### src/hdl/pem_cfg.svh
`ifndef PEM_CFG_SVH
`define PEM_CFG_SVH

`define PEM_AW 5
`define PEM_DW 16
`define PEM_CG_W 10
`define PEM_CORE_WORDS 9
`define PEM_EVT_COUNT 2

`define PEM_ADDR_CTRL 5'h00
`define PEM_ADDR_CORE_LAST 5'h08
`define PEM_ADDR_EXT_STATUS 5'h0f
`define PEM_ADDR_AN_IRQ 5'h10
`define PEM_ADDR_LB_POS 5'h11
`define PEM_ADDR_EVT_STATUS 5'h12
`define PEM_ADDR_EVT_CLEAR 5'h13
`define PEM_ADDR_EVT_ENABLE 5'h14

`define PEM_CTRL_LOOPBACK_BIT 14
`define PEM_EXT_1000X_FD_BIT 15
`define PEM_EXT_1000X_HD_BIT 14
`define PEM_EXT_1000T_FD_BIT 13
`define PEM_EXT_1000T_HD_BIT 12
`define PEM_AN_IRQ_STATUS_BIT 1
`define PEM_AN_IRQ_ENABLE_BIT 0
`define PEM_LB_POS_BIT 0
`define PEM_EVT_AN_DONE_BIT 0
`define PEM_EVT_UNMAPPED_BIT 1

`define PEM_EXT_STATUS_VALUE 16'h8000
`define PEM_CTRL_LOOPBACK_RST 1'b0
`define PEM_AN_IRQ_ENABLE_RST 1'b1
`define PEM_AN_IRQ_STATUS_RST 1'b0
`define PEM_LB_POS_RST 1'b0
`define PEM_EVT_ENABLE_RST 2'h0
`define PEM_EVT_STATUS_RST 2'h0
`define PEM_WORD_ZERO 16'h0000
`define PEM_CG_ZERO 10'h000

`endif

### src/hdl/pem_pkg.sv
`include "pem_cfg.svh"

package pem_pkg;
  typedef logic [`PEM_AW-1:0] pem_addr_t;
  typedef logic [`PEM_DW-1:0] pem_word_t;
  typedef logic [`PEM_CG_W-1:0] pem_cg_t;
  typedef logic [`PEM_EVT_COUNT-1:0] pem_evt_t;

  typedef struct packed {
    logic wr;
    logic rd;
    pem_addr_t addr;
    pem_word_t wdata;
  } pem_req_s;

  typedef enum logic [2:0] {
    PEM_REG_CORE = 3'b000,
    PEM_REG_EXT = 3'b001,
    PEM_REG_AN_IRQ = 3'b010,
    PEM_REG_LB_POS = 3'b011,
    PEM_REG_EVT_ST = 3'b100,
    PEM_REG_EVT_CLR = 3'b101,
    PEM_REG_EVT_EN = 3'b110,
    PEM_REG_NONE = 3'b111
  } pem_region_e;
endpackage : pem_pkg

### src/hdl/pem_regs.sv
// Behaviour
// - Extended status 1000X full duplex reads 1
// - Extended status 1000X half duplex reads 0
// - Both twisted-pair gigabit bits read 0
// - Autoneg completion sets status while enabled
// - Status holds until host writes 0
// - Enable low forces status to 0
// - Interrupt output follows status bit
// - Enable bit read/write, resets to 1
// - Position 0: loopback inside own logic
// - Position 1: loopback inside transceiver
// - Position only selects; control bit enables
// - Decode addresses 0-8 and 15-20
// - Control bit 14 enables loopback
`timescale 1ns/1ps
`include "pem_cfg.svh"

module pem_regs (
  input wire logic mclk_i,
  input wire logic rst_i,
  input wire pem_pkg::pem_req_s req_i,
  output pem_pkg::pem_word_t rdata_o,
  input wire logic an_complete_i,
  input wire logic loopback_position_default_i,
  input wire pem_pkg::pem_word_t core_rdata_i [`PEM_CORE_WORDS],
  output pem_pkg::pem_req_s core_req_o,
  input wire pem_pkg::pem_cg_t tx_cg_i,
  input wire pem_pkg::pem_cg_t serdes_rx_cg_i,
  output pem_pkg::pem_cg_t serdes_tx_cg_o,
  output pem_pkg::pem_cg_t pcs_rx_cg_o,
  output logic serdes_loopback_o,
  output logic loopback_enable_o,
  output logic autoneg_done_irq_out_o,
  output logic evt_irq_o
);
  import pem_pkg::*;

  function automatic pem_region_e pem_region(input pem_addr_t a);
    pem_region_e r;
    r = PEM_REG_NONE;
    if (a <= `PEM_ADDR_CORE_LAST) begin
      r = PEM_REG_CORE;
    end else begin
      unique case (a)
        `PEM_ADDR_EXT_STATUS: r = PEM_REG_EXT;
        `PEM_ADDR_AN_IRQ: r = PEM_REG_AN_IRQ;
        `PEM_ADDR_LB_POS: r = PEM_REG_LB_POS;
        `PEM_ADDR_EVT_STATUS: r = PEM_REG_EVT_ST;
        `PEM_ADDR_EVT_CLEAR: r = PEM_REG_EVT_CLR;
        `PEM_ADDR_EVT_ENABLE: r = PEM_REG_EVT_EN;
        default: r = PEM_REG_NONE;
      endcase
    end
    return r;
  endfunction : pem_region

  pem_region_e region;
  logic wr_an_irq;
  logic wr_lb_pos;
  logic wr_ctrl;
  logic lb_en_reg;
  logic lb_pos_reg;
  logic strap_meta_reg;
  logic strap_sync_reg;
  logic strap_taken_reg;
  logic an_en_reg;
  logic an_en_next;
  logic an_stat_reg;
  logic an_stat_next;
  pem_word_t rdata_reg;
  pem_word_t rdata_next;
  pem_req_s core_req_reg;
  pem_evt_t evt_in;
  pem_evt_t evt_status;
  pem_evt_t evt_enable;
  logic evt_irq;
  pem_word_t ctrl_word;

  assign region = pem_region(req_i.addr);
  assign wr_ctrl = req_i.wr && (req_i.addr == `PEM_ADDR_CTRL);
  assign wr_an_irq = req_i.wr && (region == PEM_REG_AN_IRQ);
  assign wr_lb_pos = req_i.wr && (region == PEM_REG_LB_POS);

  // Loopback enable lives here; the rest of register 0 belongs to the core
  always_ff @(posedge mclk_i) begin
    if (rst_i) begin
      lb_en_reg <= `PEM_CTRL_LOOPBACK_RST;
    end else if (wr_ctrl) begin
      lb_en_reg <= req_i.wdata[`PEM_CTRL_LOOPBACK_BIT];
    end
  end

  // Strap pin is asynchronous; not reset so it is valid at release
  always_ff @(posedge mclk_i) begin
    strap_meta_reg <= loopback_position_default_i;
    strap_sync_reg <= strap_meta_reg;
  end

  always_ff @(posedge mclk_i) begin
    if (rst_i) begin
      strap_taken_reg <= 1'b0;
    end else begin
      strap_taken_reg <= 1'b1;
    end
  end

  // Strap is loaded at the first edge after release; a write there wins
  always_ff @(posedge mclk_i) begin
    if (rst_i) begin
      lb_pos_reg <= `PEM_LB_POS_RST;
    end else if (wr_lb_pos) begin
      lb_pos_reg <= req_i.wdata[`PEM_LB_POS_BIT];
    end else if (!strap_taken_reg) begin
      lb_pos_reg <= strap_sync_reg;
    end
  end

  assign an_en_next = wr_an_irq ? req_i.wdata[`PEM_AN_IRQ_ENABLE_BIT] : an_en_reg;

  always_comb begin
    an_stat_next = an_stat_reg;
    if (!an_en_next) begin
      an_stat_next = 1'b0;
    end else if (an_complete_i) begin
      an_stat_next = 1'b1;
    end else if (wr_an_irq && !req_i.wdata[`PEM_AN_IRQ_STATUS_BIT]) begin
      an_stat_next = 1'b0;
    end
  end

  always_ff @(posedge mclk_i) begin
    if (rst_i) begin
      an_en_reg <= `PEM_AN_IRQ_ENABLE_RST;
    end else begin
      an_en_reg <= an_en_next;
    end
  end

  always_ff @(posedge mclk_i) begin
    if (rst_i) begin
      an_stat_reg <= `PEM_AN_IRQ_STATUS_RST;
    end else begin
      an_stat_reg <= an_stat_next;
    end
  end

  assign autoneg_done_irq_out_o = an_stat_reg;

  always_comb begin
    ctrl_word = core_rdata_i[0];
    ctrl_word[`PEM_CTRL_LOOPBACK_BIT] = lb_en_reg;
  end

  always_comb begin
    rdata_next = `PEM_WORD_ZERO;
    if (req_i.rd) begin
      unique case (region)
        PEM_REG_CORE: begin
          if (req_i.addr == `PEM_ADDR_CTRL) begin
            rdata_next = ctrl_word;
          end else begin
            rdata_next = core_rdata_i[req_i.addr[3:0]];
          end
        end
        PEM_REG_EXT: rdata_next = `PEM_EXT_STATUS_VALUE;
        PEM_REG_AN_IRQ: begin
          rdata_next[`PEM_AN_IRQ_STATUS_BIT] = an_stat_reg;
          rdata_next[`PEM_AN_IRQ_ENABLE_BIT] = an_en_reg;
        end
        PEM_REG_LB_POS: rdata_next[`PEM_LB_POS_BIT] = lb_pos_reg;
        PEM_REG_EVT_ST: rdata_next[`PEM_EVT_COUNT-1:0] = evt_status;
        PEM_REG_EVT_EN: rdata_next[`PEM_EVT_COUNT-1:0] = evt_enable;
        PEM_REG_EVT_CLR: rdata_next = `PEM_WORD_ZERO;
        PEM_REG_NONE: rdata_next = `PEM_WORD_ZERO;
      endcase
    end
  end

  // Data stand only in the cycle after the read strobe
  always_ff @(posedge mclk_i) begin
    if (rst_i) begin
      rdata_reg <= `PEM_WORD_ZERO;
    end else begin
      rdata_reg <= rdata_next;
    end
  end

  assign rdata_o = rdata_reg;

  // Core reads are forwarded too, so read side effects in the core still fire
  always_ff @(posedge mclk_i) begin
    if (rst_i) begin
      core_req_reg <= '0;
    end else begin
      core_req_reg.wr <= req_i.wr && (region == PEM_REG_CORE);
      core_req_reg.rd <= req_i.rd && (region == PEM_REG_CORE);
      core_req_reg.addr <= req_i.addr;
      core_req_reg.wdata <= req_i.wdata;
    end
  end

  assign core_req_o = core_req_reg;

  assign evt_in[`PEM_EVT_AN_DONE_BIT] = an_complete_i;
  assign evt_in[`PEM_EVT_UNMAPPED_BIT] = (req_i.rd || req_i.wr) && (region == PEM_REG_NONE);

  pem_evt_irq u_evt_irq (
    .mclk_i(mclk_i),
    .rst_i(rst_i),
    .event_i(evt_in),
    .clear_wr_i(req_i.wr && (region == PEM_REG_EVT_CLR)),
    .enable_wr_i(req_i.wr && (region == PEM_REG_EVT_EN)),
    .wdata_i(req_i.wdata[`PEM_EVT_COUNT-1:0]),
    .status_o(evt_status),
    .enable_o(evt_enable),
    .irq_o(evt_irq)
  );

  assign evt_irq_o = evt_irq;
  assign loopback_enable_o = lb_en_reg;

  pem_loopback_sel u_lb (
    .mclk_i(mclk_i),
    .rst_i(rst_i),
    .lb_internal_i(lb_en_reg && !lb_pos_reg),
    .lb_transceiver_i(lb_en_reg && lb_pos_reg),
    .tx_cg_i(tx_cg_i),
    .serdes_rx_cg_i(serdes_rx_cg_i),
    .serdes_tx_cg_o(serdes_tx_cg_o),
    .pcs_rx_cg_o(pcs_rx_cg_o),
    .serdes_loopback_o(serdes_loopback_o)
  );

  AST_EXT_FD_ONE: assert property (
    @(posedge mclk_i) disable iff (rst_i)
    (req_i.rd && req_i.addr == `PEM_ADDR_EXT_STATUS) |=> rdata_o[`PEM_EXT_1000X_FD_BIT])
    else $error("extended status full duplex bit not 1");

  AST_EXT_HD_ZERO: assert property (
    @(posedge mclk_i) disable iff (rst_i)
    (req_i.rd && req_i.addr == `PEM_ADDR_EXT_STATUS) |=> !rdata_o[`PEM_EXT_1000X_HD_BIT])
    else $error("extended status half duplex bit not 0");

  AST_EXT_T_ZERO: assert property (
    @(posedge mclk_i) disable iff (rst_i)
    (req_i.rd && req_i.addr == `PEM_ADDR_EXT_STATUS)
      |=> rdata_o[`PEM_EXT_1000T_FD_BIT:`PEM_EXT_1000T_HD_BIT] == 2'h0)
    else $error("twisted-pair capability bits not 0");

  AST_AN_SET: assert property (
    @(posedge mclk_i) disable iff (rst_i)
    (an_complete_i && an_en_reg && !wr_an_irq) |=> autoneg_done_irq_out_o)
    else $error("autoneg completion did not raise status");

  AST_AN_HOLD: assert property (
    @(posedge mclk_i) disable iff (rst_i)
    (an_stat_reg && !wr_an_irq) |=> an_stat_reg)
    else $error("status cleared without a host write");

  AST_AN_DISABLED: assert property (
    @(posedge mclk_i) disable iff (rst_i)
    (wr_an_irq && !req_i.wdata[`PEM_AN_IRQ_ENABLE_BIT]) |=> !an_stat_reg [*1] ##0 !an_en_reg)
    else $error("status not forced low while disabled");

  AST_IRQ_CAUSE: assert property (
    @(posedge mclk_i) disable iff (rst_i)
    $rose(autoneg_done_irq_out_o) |-> $past(an_complete_i) && $past(an_en_next))
    else $error("interrupt output rose without completion");

  AST_EN_READBACK: assert property (
    @(posedge mclk_i) disable iff (rst_i)
    (req_i.rd && req_i.addr == `PEM_ADDR_AN_IRQ)
      |=> rdata_o == {14'h0, $past(an_stat_reg), $past(an_en_reg)})
    else $error("interrupt control readback wrong");

  AST_LB_INTERNAL: assert property (
    @(posedge mclk_i) disable iff (rst_i)
    (lb_en_reg && !lb_pos_reg) |=> pcs_rx_cg_o == $past(tx_cg_i) && !serdes_loopback_o)
    else $error("internal loopback path not selected");

  AST_LB_SERDES: assert property (
    @(posedge mclk_i) disable iff (rst_i)
    (lb_en_reg && lb_pos_reg) |=> serdes_loopback_o && pcs_rx_cg_o == $past(serdes_rx_cg_i))
    else $error("transceiver loopback not requested");

  // Release edge skipped: code group flops still take their reset value there
  AST_LB_OFF: assert property (
    @(posedge mclk_i) disable iff (rst_i)
    (!lb_en_reg && !$past(rst_i))
      |=> !serdes_loopback_o && pcs_rx_cg_o == $past(serdes_rx_cg_i))
    else $error("loopback active while disabled");

  AST_UNMAPPED_ZERO: assert property (
    @(posedge mclk_i) disable iff (rst_i)
    (req_i.rd && pem_region(req_i.addr) == PEM_REG_NONE) |=> rdata_o == `PEM_WORD_ZERO)
    else $error("unmapped read returned data");

  AST_CTRL_LB: assert property (
    @(posedge mclk_i) disable iff (rst_i)
    wr_ctrl |=> loopback_enable_o == $past(req_i.wdata[`PEM_CTRL_LOOPBACK_BIT]))
    else $error("control loopback bit not taken");

  AST_LB_RESERVED: assert property (
    @(posedge mclk_i) disable iff (rst_i)
    (req_i.rd && req_i.addr == `PEM_ADDR_LB_POS) |=> rdata_o[15:1] == 15'h0)
    else $error("reserved loopback position bits not 0");
endmodule : pem_regs

### src/hdl/pem_evt_irq.sv
`timescale 1ns/1ps
`include "pem_cfg.svh"

module pem_evt_irq (
  input wire logic mclk_i,
  input wire logic rst_i,
  input wire pem_pkg::pem_evt_t event_i,
  input wire logic clear_wr_i,
  input wire logic enable_wr_i,
  input wire pem_pkg::pem_evt_t wdata_i,
  output pem_pkg::pem_evt_t status_o,
  output pem_pkg::pem_evt_t enable_o,
  output logic irq_o
);
  import pem_pkg::*;

  pem_evt_t status_reg;
  pem_evt_t status_next;
  pem_evt_t enable_reg;
  pem_evt_t enable_next;
  logic irq_reg;

  assign enable_next = enable_wr_i ? wdata_i : enable_reg;

  // Set beats a clear landing in the same cycle
  genvar gi;
  generate
    for (gi = 0; gi < `PEM_EVT_COUNT; gi++) begin : g_bit
      assign status_next[gi] = event_i[gi] | (status_reg[gi] & ~(clear_wr_i & wdata_i[gi]));
    end
  endgenerate

  always_ff @(posedge mclk_i) begin
    if (rst_i) begin
      status_reg <= `PEM_EVT_STATUS_RST;
    end else begin
      status_reg <= status_next;
    end
  end

  always_ff @(posedge mclk_i) begin
    if (rst_i) begin
      enable_reg <= `PEM_EVT_ENABLE_RST;
    end else begin
      enable_reg <= enable_next;
    end
  end

  // Built from next values so the line tracks the status flop exactly
  always_ff @(posedge mclk_i) begin
    if (rst_i) begin
      irq_reg <= 1'b0;
    end else begin
      irq_reg <= |(status_next & enable_next);
    end
  end

  assign status_o = status_reg;
  assign enable_o = enable_reg;
  assign irq_o = irq_reg;
endmodule : pem_evt_irq

### src/hdl/pem_loopback_sel.sv
`timescale 1ns/1ps
`include "pem_cfg.svh"

module pem_loopback_sel (
  input wire logic mclk_i,
  input wire logic rst_i,
  input wire logic lb_internal_i,
  input wire logic lb_transceiver_i,
  input wire pem_pkg::pem_cg_t tx_cg_i,
  input wire pem_pkg::pem_cg_t serdes_rx_cg_i,
  output pem_pkg::pem_cg_t serdes_tx_cg_o,
  output pem_pkg::pem_cg_t pcs_rx_cg_o,
  output logic serdes_loopback_o
);
  import pem_pkg::*;

  pem_cg_t serdes_tx_reg;
  pem_cg_t pcs_rx_reg;
  logic serdes_lb_reg;

  // Transmit keeps running during internal loopback so the far end stays synced
  always_ff @(posedge mclk_i) begin
    if (rst_i) begin
      serdes_tx_reg <= `PEM_CG_ZERO;
    end else begin
      serdes_tx_reg <= tx_cg_i;
    end
  end

  always_ff @(posedge mclk_i) begin
    if (rst_i) begin
      pcs_rx_reg <= `PEM_CG_ZERO;
    end else if (lb_internal_i) begin
      pcs_rx_reg <= tx_cg_i;
    end else begin
      pcs_rx_reg <= serdes_rx_cg_i;
    end
  end

  always_ff @(posedge mclk_i) begin
    if (rst_i) begin
      serdes_lb_reg <= 1'b0;
    end else begin
      serdes_lb_reg <= lb_transceiver_i;
    end
  end

  assign serdes_tx_cg_o = serdes_tx_reg;
  assign pcs_rx_cg_o = pcs_rx_reg;
  assign serdes_loopback_o = serdes_lb_reg;
endmodule : pem_loopback_sel

### config.mk
export PLATFORM = sky130hd
export DESIGN_NAME = pem_regs
export DESIGN_NICKNAME = d
export VERILOG_FILES = /design/src/hdl/pem_pkg.sv /design/src/hdl/pem_regs.sv /design/src/hdl/pem_evt_irq.sv /design/src/hdl/pem_loopback_sel.sv
export VERILOG_INCLUDE_DIRS = /design/src /design/src/hdl
export SDC_FILE = /design/constraint.sdc
export NUM_CORES = 1
export LEC_CHECK = 0
export ABC_AREA = 1
export BUFFER_PORTS_ARGS = -buffer_cell sky130_fd_sc_hd__buf_2
export CORE_MARGIN = 2
export CORE_UTILIZATION = 42
export DETAILED_ROUTE_END_ITERATION = 7
export GPL_ROUTABILITY_DRIVEN = 0
export HOLD_SLACK_MARGIN = 0.05
export PLACE_DENSITY = 0.84
export SLEW_MARGIN = 20
export SYNTH_ARGS = -nofsm -noshare
export SYNTH_HDL_FRONTEND = slang
export SYNTH_SLANG_ARGS = --single-unit
### constraint.sdc
create_clock -name mclk_i -period 1.4 [get_ports mclk_i]
set_input_delay 0 -clock mclk_i [delete_from_list [all_inputs] [get_ports mclk_i]]
set_output_delay 0 -clock mclk_i [all_outputs]
set_load 0.02 [all_outputs]
After elaboration in Yosys (flattened, before gate mapping)
Cells that the tools add are included.
Cells by class
  eq/ne operators: 14
  multipliers: 0
  magnitude comparators: 2
  bitwise logic cells: 12
  div/mod/pow operators: 0
  reductions and logical operators: 21
  multiplexer cells: 17
  add/subtract/negate cells: 0
  shifts and indexed selects: 0
Operator list (number)
  $bmux 16 s4: 1
  $mux 16: 3
  $pmux 14 s2: 1
  $eq 5x5->1 const B: 5
  $pmux 3 s6: 1
  $eq 3x3->1 const B: 4
  $logic_and 1x1->1: 11
  $mux 10: 1
  $eq 3x2->1 const B: 2
  $mux 1: 6
  $pmux 1 s6: 1
  $reduce_or 2->1: 3
  $eq 5x4->1 const B: 1
  $ge 5x5->1 const B: 1
  $le 5x4->1 const B: 1
  $logic_not 5->1: 1
  $not 4->5: 1
  $and 1x1->1: 4
  $not 1->1: 4
  $pmux 1 s4: 1
  $eq 3x1->1 const B: 1
  $logic_not 3->1: 1
  $mux 3: 1
  $reduce_or 3->1: 1
  7 further kinds: 9
Storage, ports and cells
  output and inout port bits: 63
  memory bits (writable): 0
  latch bits: 0
  memories: 0
  input bits: 191
  register bits: 72
  memory bits (read-only): 0

Depth between registers and ports, before layout
  depth in word-level cells: 11
  depth in mapped cells: 13
  depth with buffers taken out: 12

By module
From an unflattened synthesis, not the netlist that was laid out.
Second synthesis, totals
  cells, all modules: 556
  area, all modules: 3653.5 µm²
Modules (own cells, without submodules)
  pem_regs: times used 1, sequential area each 920.9 µm², cells an instance 441, area an instance 2773.9 µm²
  pem_loopback_sel: times used 1, sequential area each 420.4 µm², cells an instance 87, area an instance 685.7 µm²
  pem_evt_irq: times used 1, sequential area each 100.1 µm², cells an instance 28, area an instance 193.9 µm²

Worst setup path before layout
No wires, ideal clock.
  path kind: register to register
  start: register lb_en_reg (netlist: loopback_enable_o)
  end: register u_lb.pcs_rx_reg[0] (netlist: u_lb.pcs_rx_cg_o[0])
  data required time: 1.272 ns
  library setup time: 0.128 ns
  arrival: 1.005 ns
  stages on the path, launching flop included: 5
  path buffers: 1
  path slack: 0.267 ns
  cells stage by stage: dfxtp_1 inv_1 nor2_1 clkbuf_1 a21oi_1
On the way
  word-level cells in the longest chain between the ends: 2
RTL lines
  start, declared: RTL line pem_regs.sv:61  | logic lb_en_reg;
  start signal, assigned: RTL line pem_regs.sv:87  | lb_en_reg <= `PEM_CTRL_LOOPBACK_RST;
  start signal, assigned: RTL line pem_regs.sv:89  | lb_en_reg <= req_i.wdata[`PEM_CTRL_LOOPBACK_BIT];
  $logic_and 1x1->1: RTL line pem_regs.sv:225  | .lb_internal_i(lb_en_reg && !lb_pos_reg),
  $mux 10: RTL line pem_loopback_sel.sv:33  | end else if (lb_internal_i) begin
  end signal, assigned: RTL line pem_loopback_sel.sv:32  | pcs_rx_reg <= `PEM_CG_ZERO;
  end signal, assigned: RTL line pem_loopback_sel.sv:34  | pcs_rx_reg <= tx_cg_i;
  end signal, assigned: RTL line pem_loopback_sel.sv:36  | pcs_rx_reg <= serdes_rx_cg_i;
  end, declared: RTL line pem_loopback_sel.sv:18  | pem_cg_t pcs_rx_reg;
Every way passes these cells.
A chain may end at the register's enable or synchronous reset.

Worst setup path after layout
  start: input req_i[1] (netlist bit)
  end: register an_stat_reg (netlist: autoneg_done_irq_out_o)
On the way
  word-level cells in the longest chain between the ends: 3
RTL lines
  start, declared: RTL line pem_regs.sv:21  | input wire pem_pkg::pem_req_s req_i,
  $logic_not 1->1: RTL line pem_regs.sv:126  | end else if (wr_an_irq && !req_i.wdata[`PEM_AN_IRQ_STATUS_BIT]) begin
  $logic_and 1x1->1: RTL line pem_regs.sv:126
  $reduce_bool 2->1 (no source line)
  end signal, assigned: RTL line pem_regs.sv:141  | an_stat_reg <= `PEM_AN_IRQ_STATUS_RST;
  end signal, assigned: RTL line pem_regs.sv:143  | an_stat_reg <= an_stat_next;
  end, declared: RTL line pem_regs.sv:68  | logic an_stat_reg;
Every way passes these cells.

==> metrics.md <==
| Metric | Value |
|---|---|
| Status | `finished with violations` |
| Failing checks | `negative setup slack` |
| Hold Fails Final Rpt | `0` |
| Largest net degree at the start of global routing | `42` |
| Sequential share of the synthesized area | `37.7%` |
| Clock Path Buffers | `2` |
| Top-area cell type share of the netlist area | `37.7%` |
| Syn nets | `775` |
| Leak Pwr | `3.36 nW` |
| CTS Root Cell | `clkbuf_8` |
| Pre-antenna DRT Iters | `5` |
| Crit Path Max Fanout | `3` |
| Slew HR | `75.5%` |
| Residual DRC | `0` |
| Port Buf Inserts | `253` |
| Measured slew at the worst slew-check pin | `0.364 ns` |
| Die area | `0.00989 mm^2` |
| Post-route setup slack | `-0.0217 ns` |
| Die Span X | `99.5 um` |
| Synth Flop Type | `dfxtp_1` |
| Final Skew | `0.0100 ns` |
| Fill cell count | `807` |
| Drt wl/cell | `15.4 um` |
| Area of the multi-input gates | `0.00183 mm^2` |
| Initial Util | `43.7%` |
| Post-synth EDFFs | `0` |
| Overall Global Routing Usage | `30.6%` |
| Max Freq | `703 MHz` |
| Area Overhead vs Synth | `58.1%` |
| Startpoint Class | `primary input` |
| Final WL | `15600 um` |
| Row count | `34` |
| Synthesized instance count | `584` |
| Tot Pwr | `4.90 mW` |
| Critical Path AT | `1.65 ns` |
| Cell taking the most area after synthesis | `dfxtp_1` |
| Final HPWL DP | `10600 um` |
| Remaining antenna violation count | `0` |
| DRT iter0 DRCs | `290` |
| H-Tree Depth | `3` |
| Final Cycle Share | `102%` |
| Yosys cell types | `32` |
| Synth top area cells | `dfxtp_1, nand2_1, inv_1` |
| Commonest cells post-synth | `nand2_1, inv_1, dfxtp_1` |
| Reg-to-reg slack, setup | `0.12 ns` |
| CP required | `1.63 ns` |
| Max-cap violations | `0` |
| Worst hold path class | `in -> reg` |
| Cell Area, Synth | `0.00383 mm^2` |
| Core Box Area | `0.00876 mm^2` |
| Vias/cell | `4.96` |
| P per Cell Area | `810 mW/mm^2` |
| Num CTS Buffers | `9` |
| Grt total ovfl | `0` |
| Post-layout util | `69.0%` |
| Peak VDD IR | `0.681 mV` |
| Yosys warns | `0` |
| Via count | `5036` |
| CTS tree | `done` |
| CTS sink count | `72` |
| Final setup viols | `1` |
| First-pass GRT wire length | `23600 um` |
| Number of register bits inferred by synthesis | `72` |
| Vias in the first global route | `4957` |
| Period minus WS final | `1.42 ns` |
| Synth Area per Inst | `6.55 um^2` |
| Final Max Tran Viols | `0` |
| Initial antenna violation count | `1` |
| Post-synth ARST share | `0%` |
| Layout cells sized above 1 | `35.5%` |
| Most common cell in the netlist | `nand2_1` |
| Clk slew on worst S/H paths | `0.08 ns` |
| RSZ-0062 raised after global routing | `yes` |
| IO Count | `254` |
| Sequential cell area | `0.00144 mm^2` |
| Worst skew pair latency | `0.35 ns` |
| DIE HEIGHT | `99.5 um` |
| Max FFs per register | `23` |
| CP endpoint kind | `flop` |
| Layout Nets | `1094` |
| CP Class | `in -> reg` |
| Diodes inserted | `0` |
[cell families (layout without fill, tap and decap cells)]
group | after synthesis | after routing | synth area share, %
flip-flops | 72 | 72 | 37.7
AO/OA/AOI/OAI | 132 | 132 | 19.3
buffers and inverters | 138 | 461 | 14.9
AND/OR/NAND/NOR | 242 | 242 | 28.1
[worst paths after layout]
| kind | start | endpoint | depth (start not counted) |
|---|---|---|---|
| max | req_i[1] | autoneg_done_irq_out_o$_SDFFE_PP0P_ | 7 |
| min | req_i[22] | lb_pos_reg$_SDFFE_PP0P_ | 4 |
| max reg2reg | autoneg_done_irq_out_o$_SDFFE_PP0P_ | autoneg_done_irq_out_o$_SDFFE_PP0P_ | 3 |
| min reg2reg | strap_meta_reg$_DFF_P_ | strap_sync_reg$_DFF_P_ | 0 |
[stage by stage]
| step | hold slack (ns) | cell area, um^2 | instances | setup WS [ns] | TNS, ns |
|---|---|---|---|---|---|
| 2_1_floorplan | 0.0277 | 3830 | 584 | 0.267 | 0 |
| 3_3_place_gp | 0.108 | 5220 | 935 | 0.0289 | 0 |
| 3_5_place_dp | 0.107 | 5220 | 935 | 0.00217 | 0 |
| 4_1_cts | 0.0511 | 6010 | 1012 | 0.0268 | 0 |
| 5_1_grt | 0.103 | 6050 | 1015 | -0.0911 | -0.132 |
| 6_report | 0.0889 | 6050 | 1015 | -0.0217 | -0.0217 |
[report_power, final]
part	internal, mW	total (mW)	leakage, nW	switching, mW
Sequential	2.14	2.17	0.595	0.0290
Combinational	0.567	1.24	2.68	0.672
Clock	0.682	1.50	0.0923	0.813
[cell type report]
type	instances	share of cell area (%)
clock buffer	10	2.27
clock inverter	5	0.538
inverter	110	6.87
multi-input combinational	374	30.2
sequential	72	23.8
tap	108	2.23
timing repair buffer	336	34.1
[repair_timing]
item / in CTS / in global routing
endpoints found under the setup margin: 0 / 16
endpoints found under the hold margin: 64 / 0
hold buffers: 62 / 0
buffers inserted: 0 / 4
gates resized for setup: 0 / 7
[routing by layer]
layer	routed length, um	vias to the layer above	track usage (%)	share of wire [%]
met3	1380	73	9.42	8.8
li1	-	2469	-	-
met4	785	2	15.9	5.0
met5	12	-	0	0.077
met2	7440	273	50.2	48
met1	6020	2219	35.9	38
[critical path, cell delays in order]
cell and delay (ns):
dlygate4sd3_1 0.54, buf_2 0.15, inv_1 0.08, nand2_1 0.08
a21oi_2 0.14, dlygate4sd3_1 0.59, nor2_1 0.07
[cells in the final DEF, fill, tap and decap left out, types with 2 or more instances in the layout]
cell type | synthesis | routed
buf_4 | 3 | 19
nor3_2 | 9 | 9
nor3_1 | 5 | 5
clkinv_2 | 0 | 3
nand3_1 | 18 | 18
o21ai_1 | 6 | 6
o21ai_0 | 49 | 49
nor2_4 | 3 | 3
nand2_1 | 132 | 131
nor2_2 | 1 | 3
o21a_1 | 13 | 13
nand2_2 | 2 | 3
buf_2 | 7 | 253
or2_2 | 3 | 3
o22ai_1 | 17 | 17
dfxtp_1 | 72 | 72
clkbuf_8 | 0 | 10
inv_1 | 105 | 104
buf_6 | 4 | 2
a21oi_1 | 43 | 42
nor2_1 | 59 | 57
dlygate4sd3_1 | 0 | 61
nand4_1 | 6 | 6
inv_2 | 4 | 5
(Power assumes the default switching activity.)
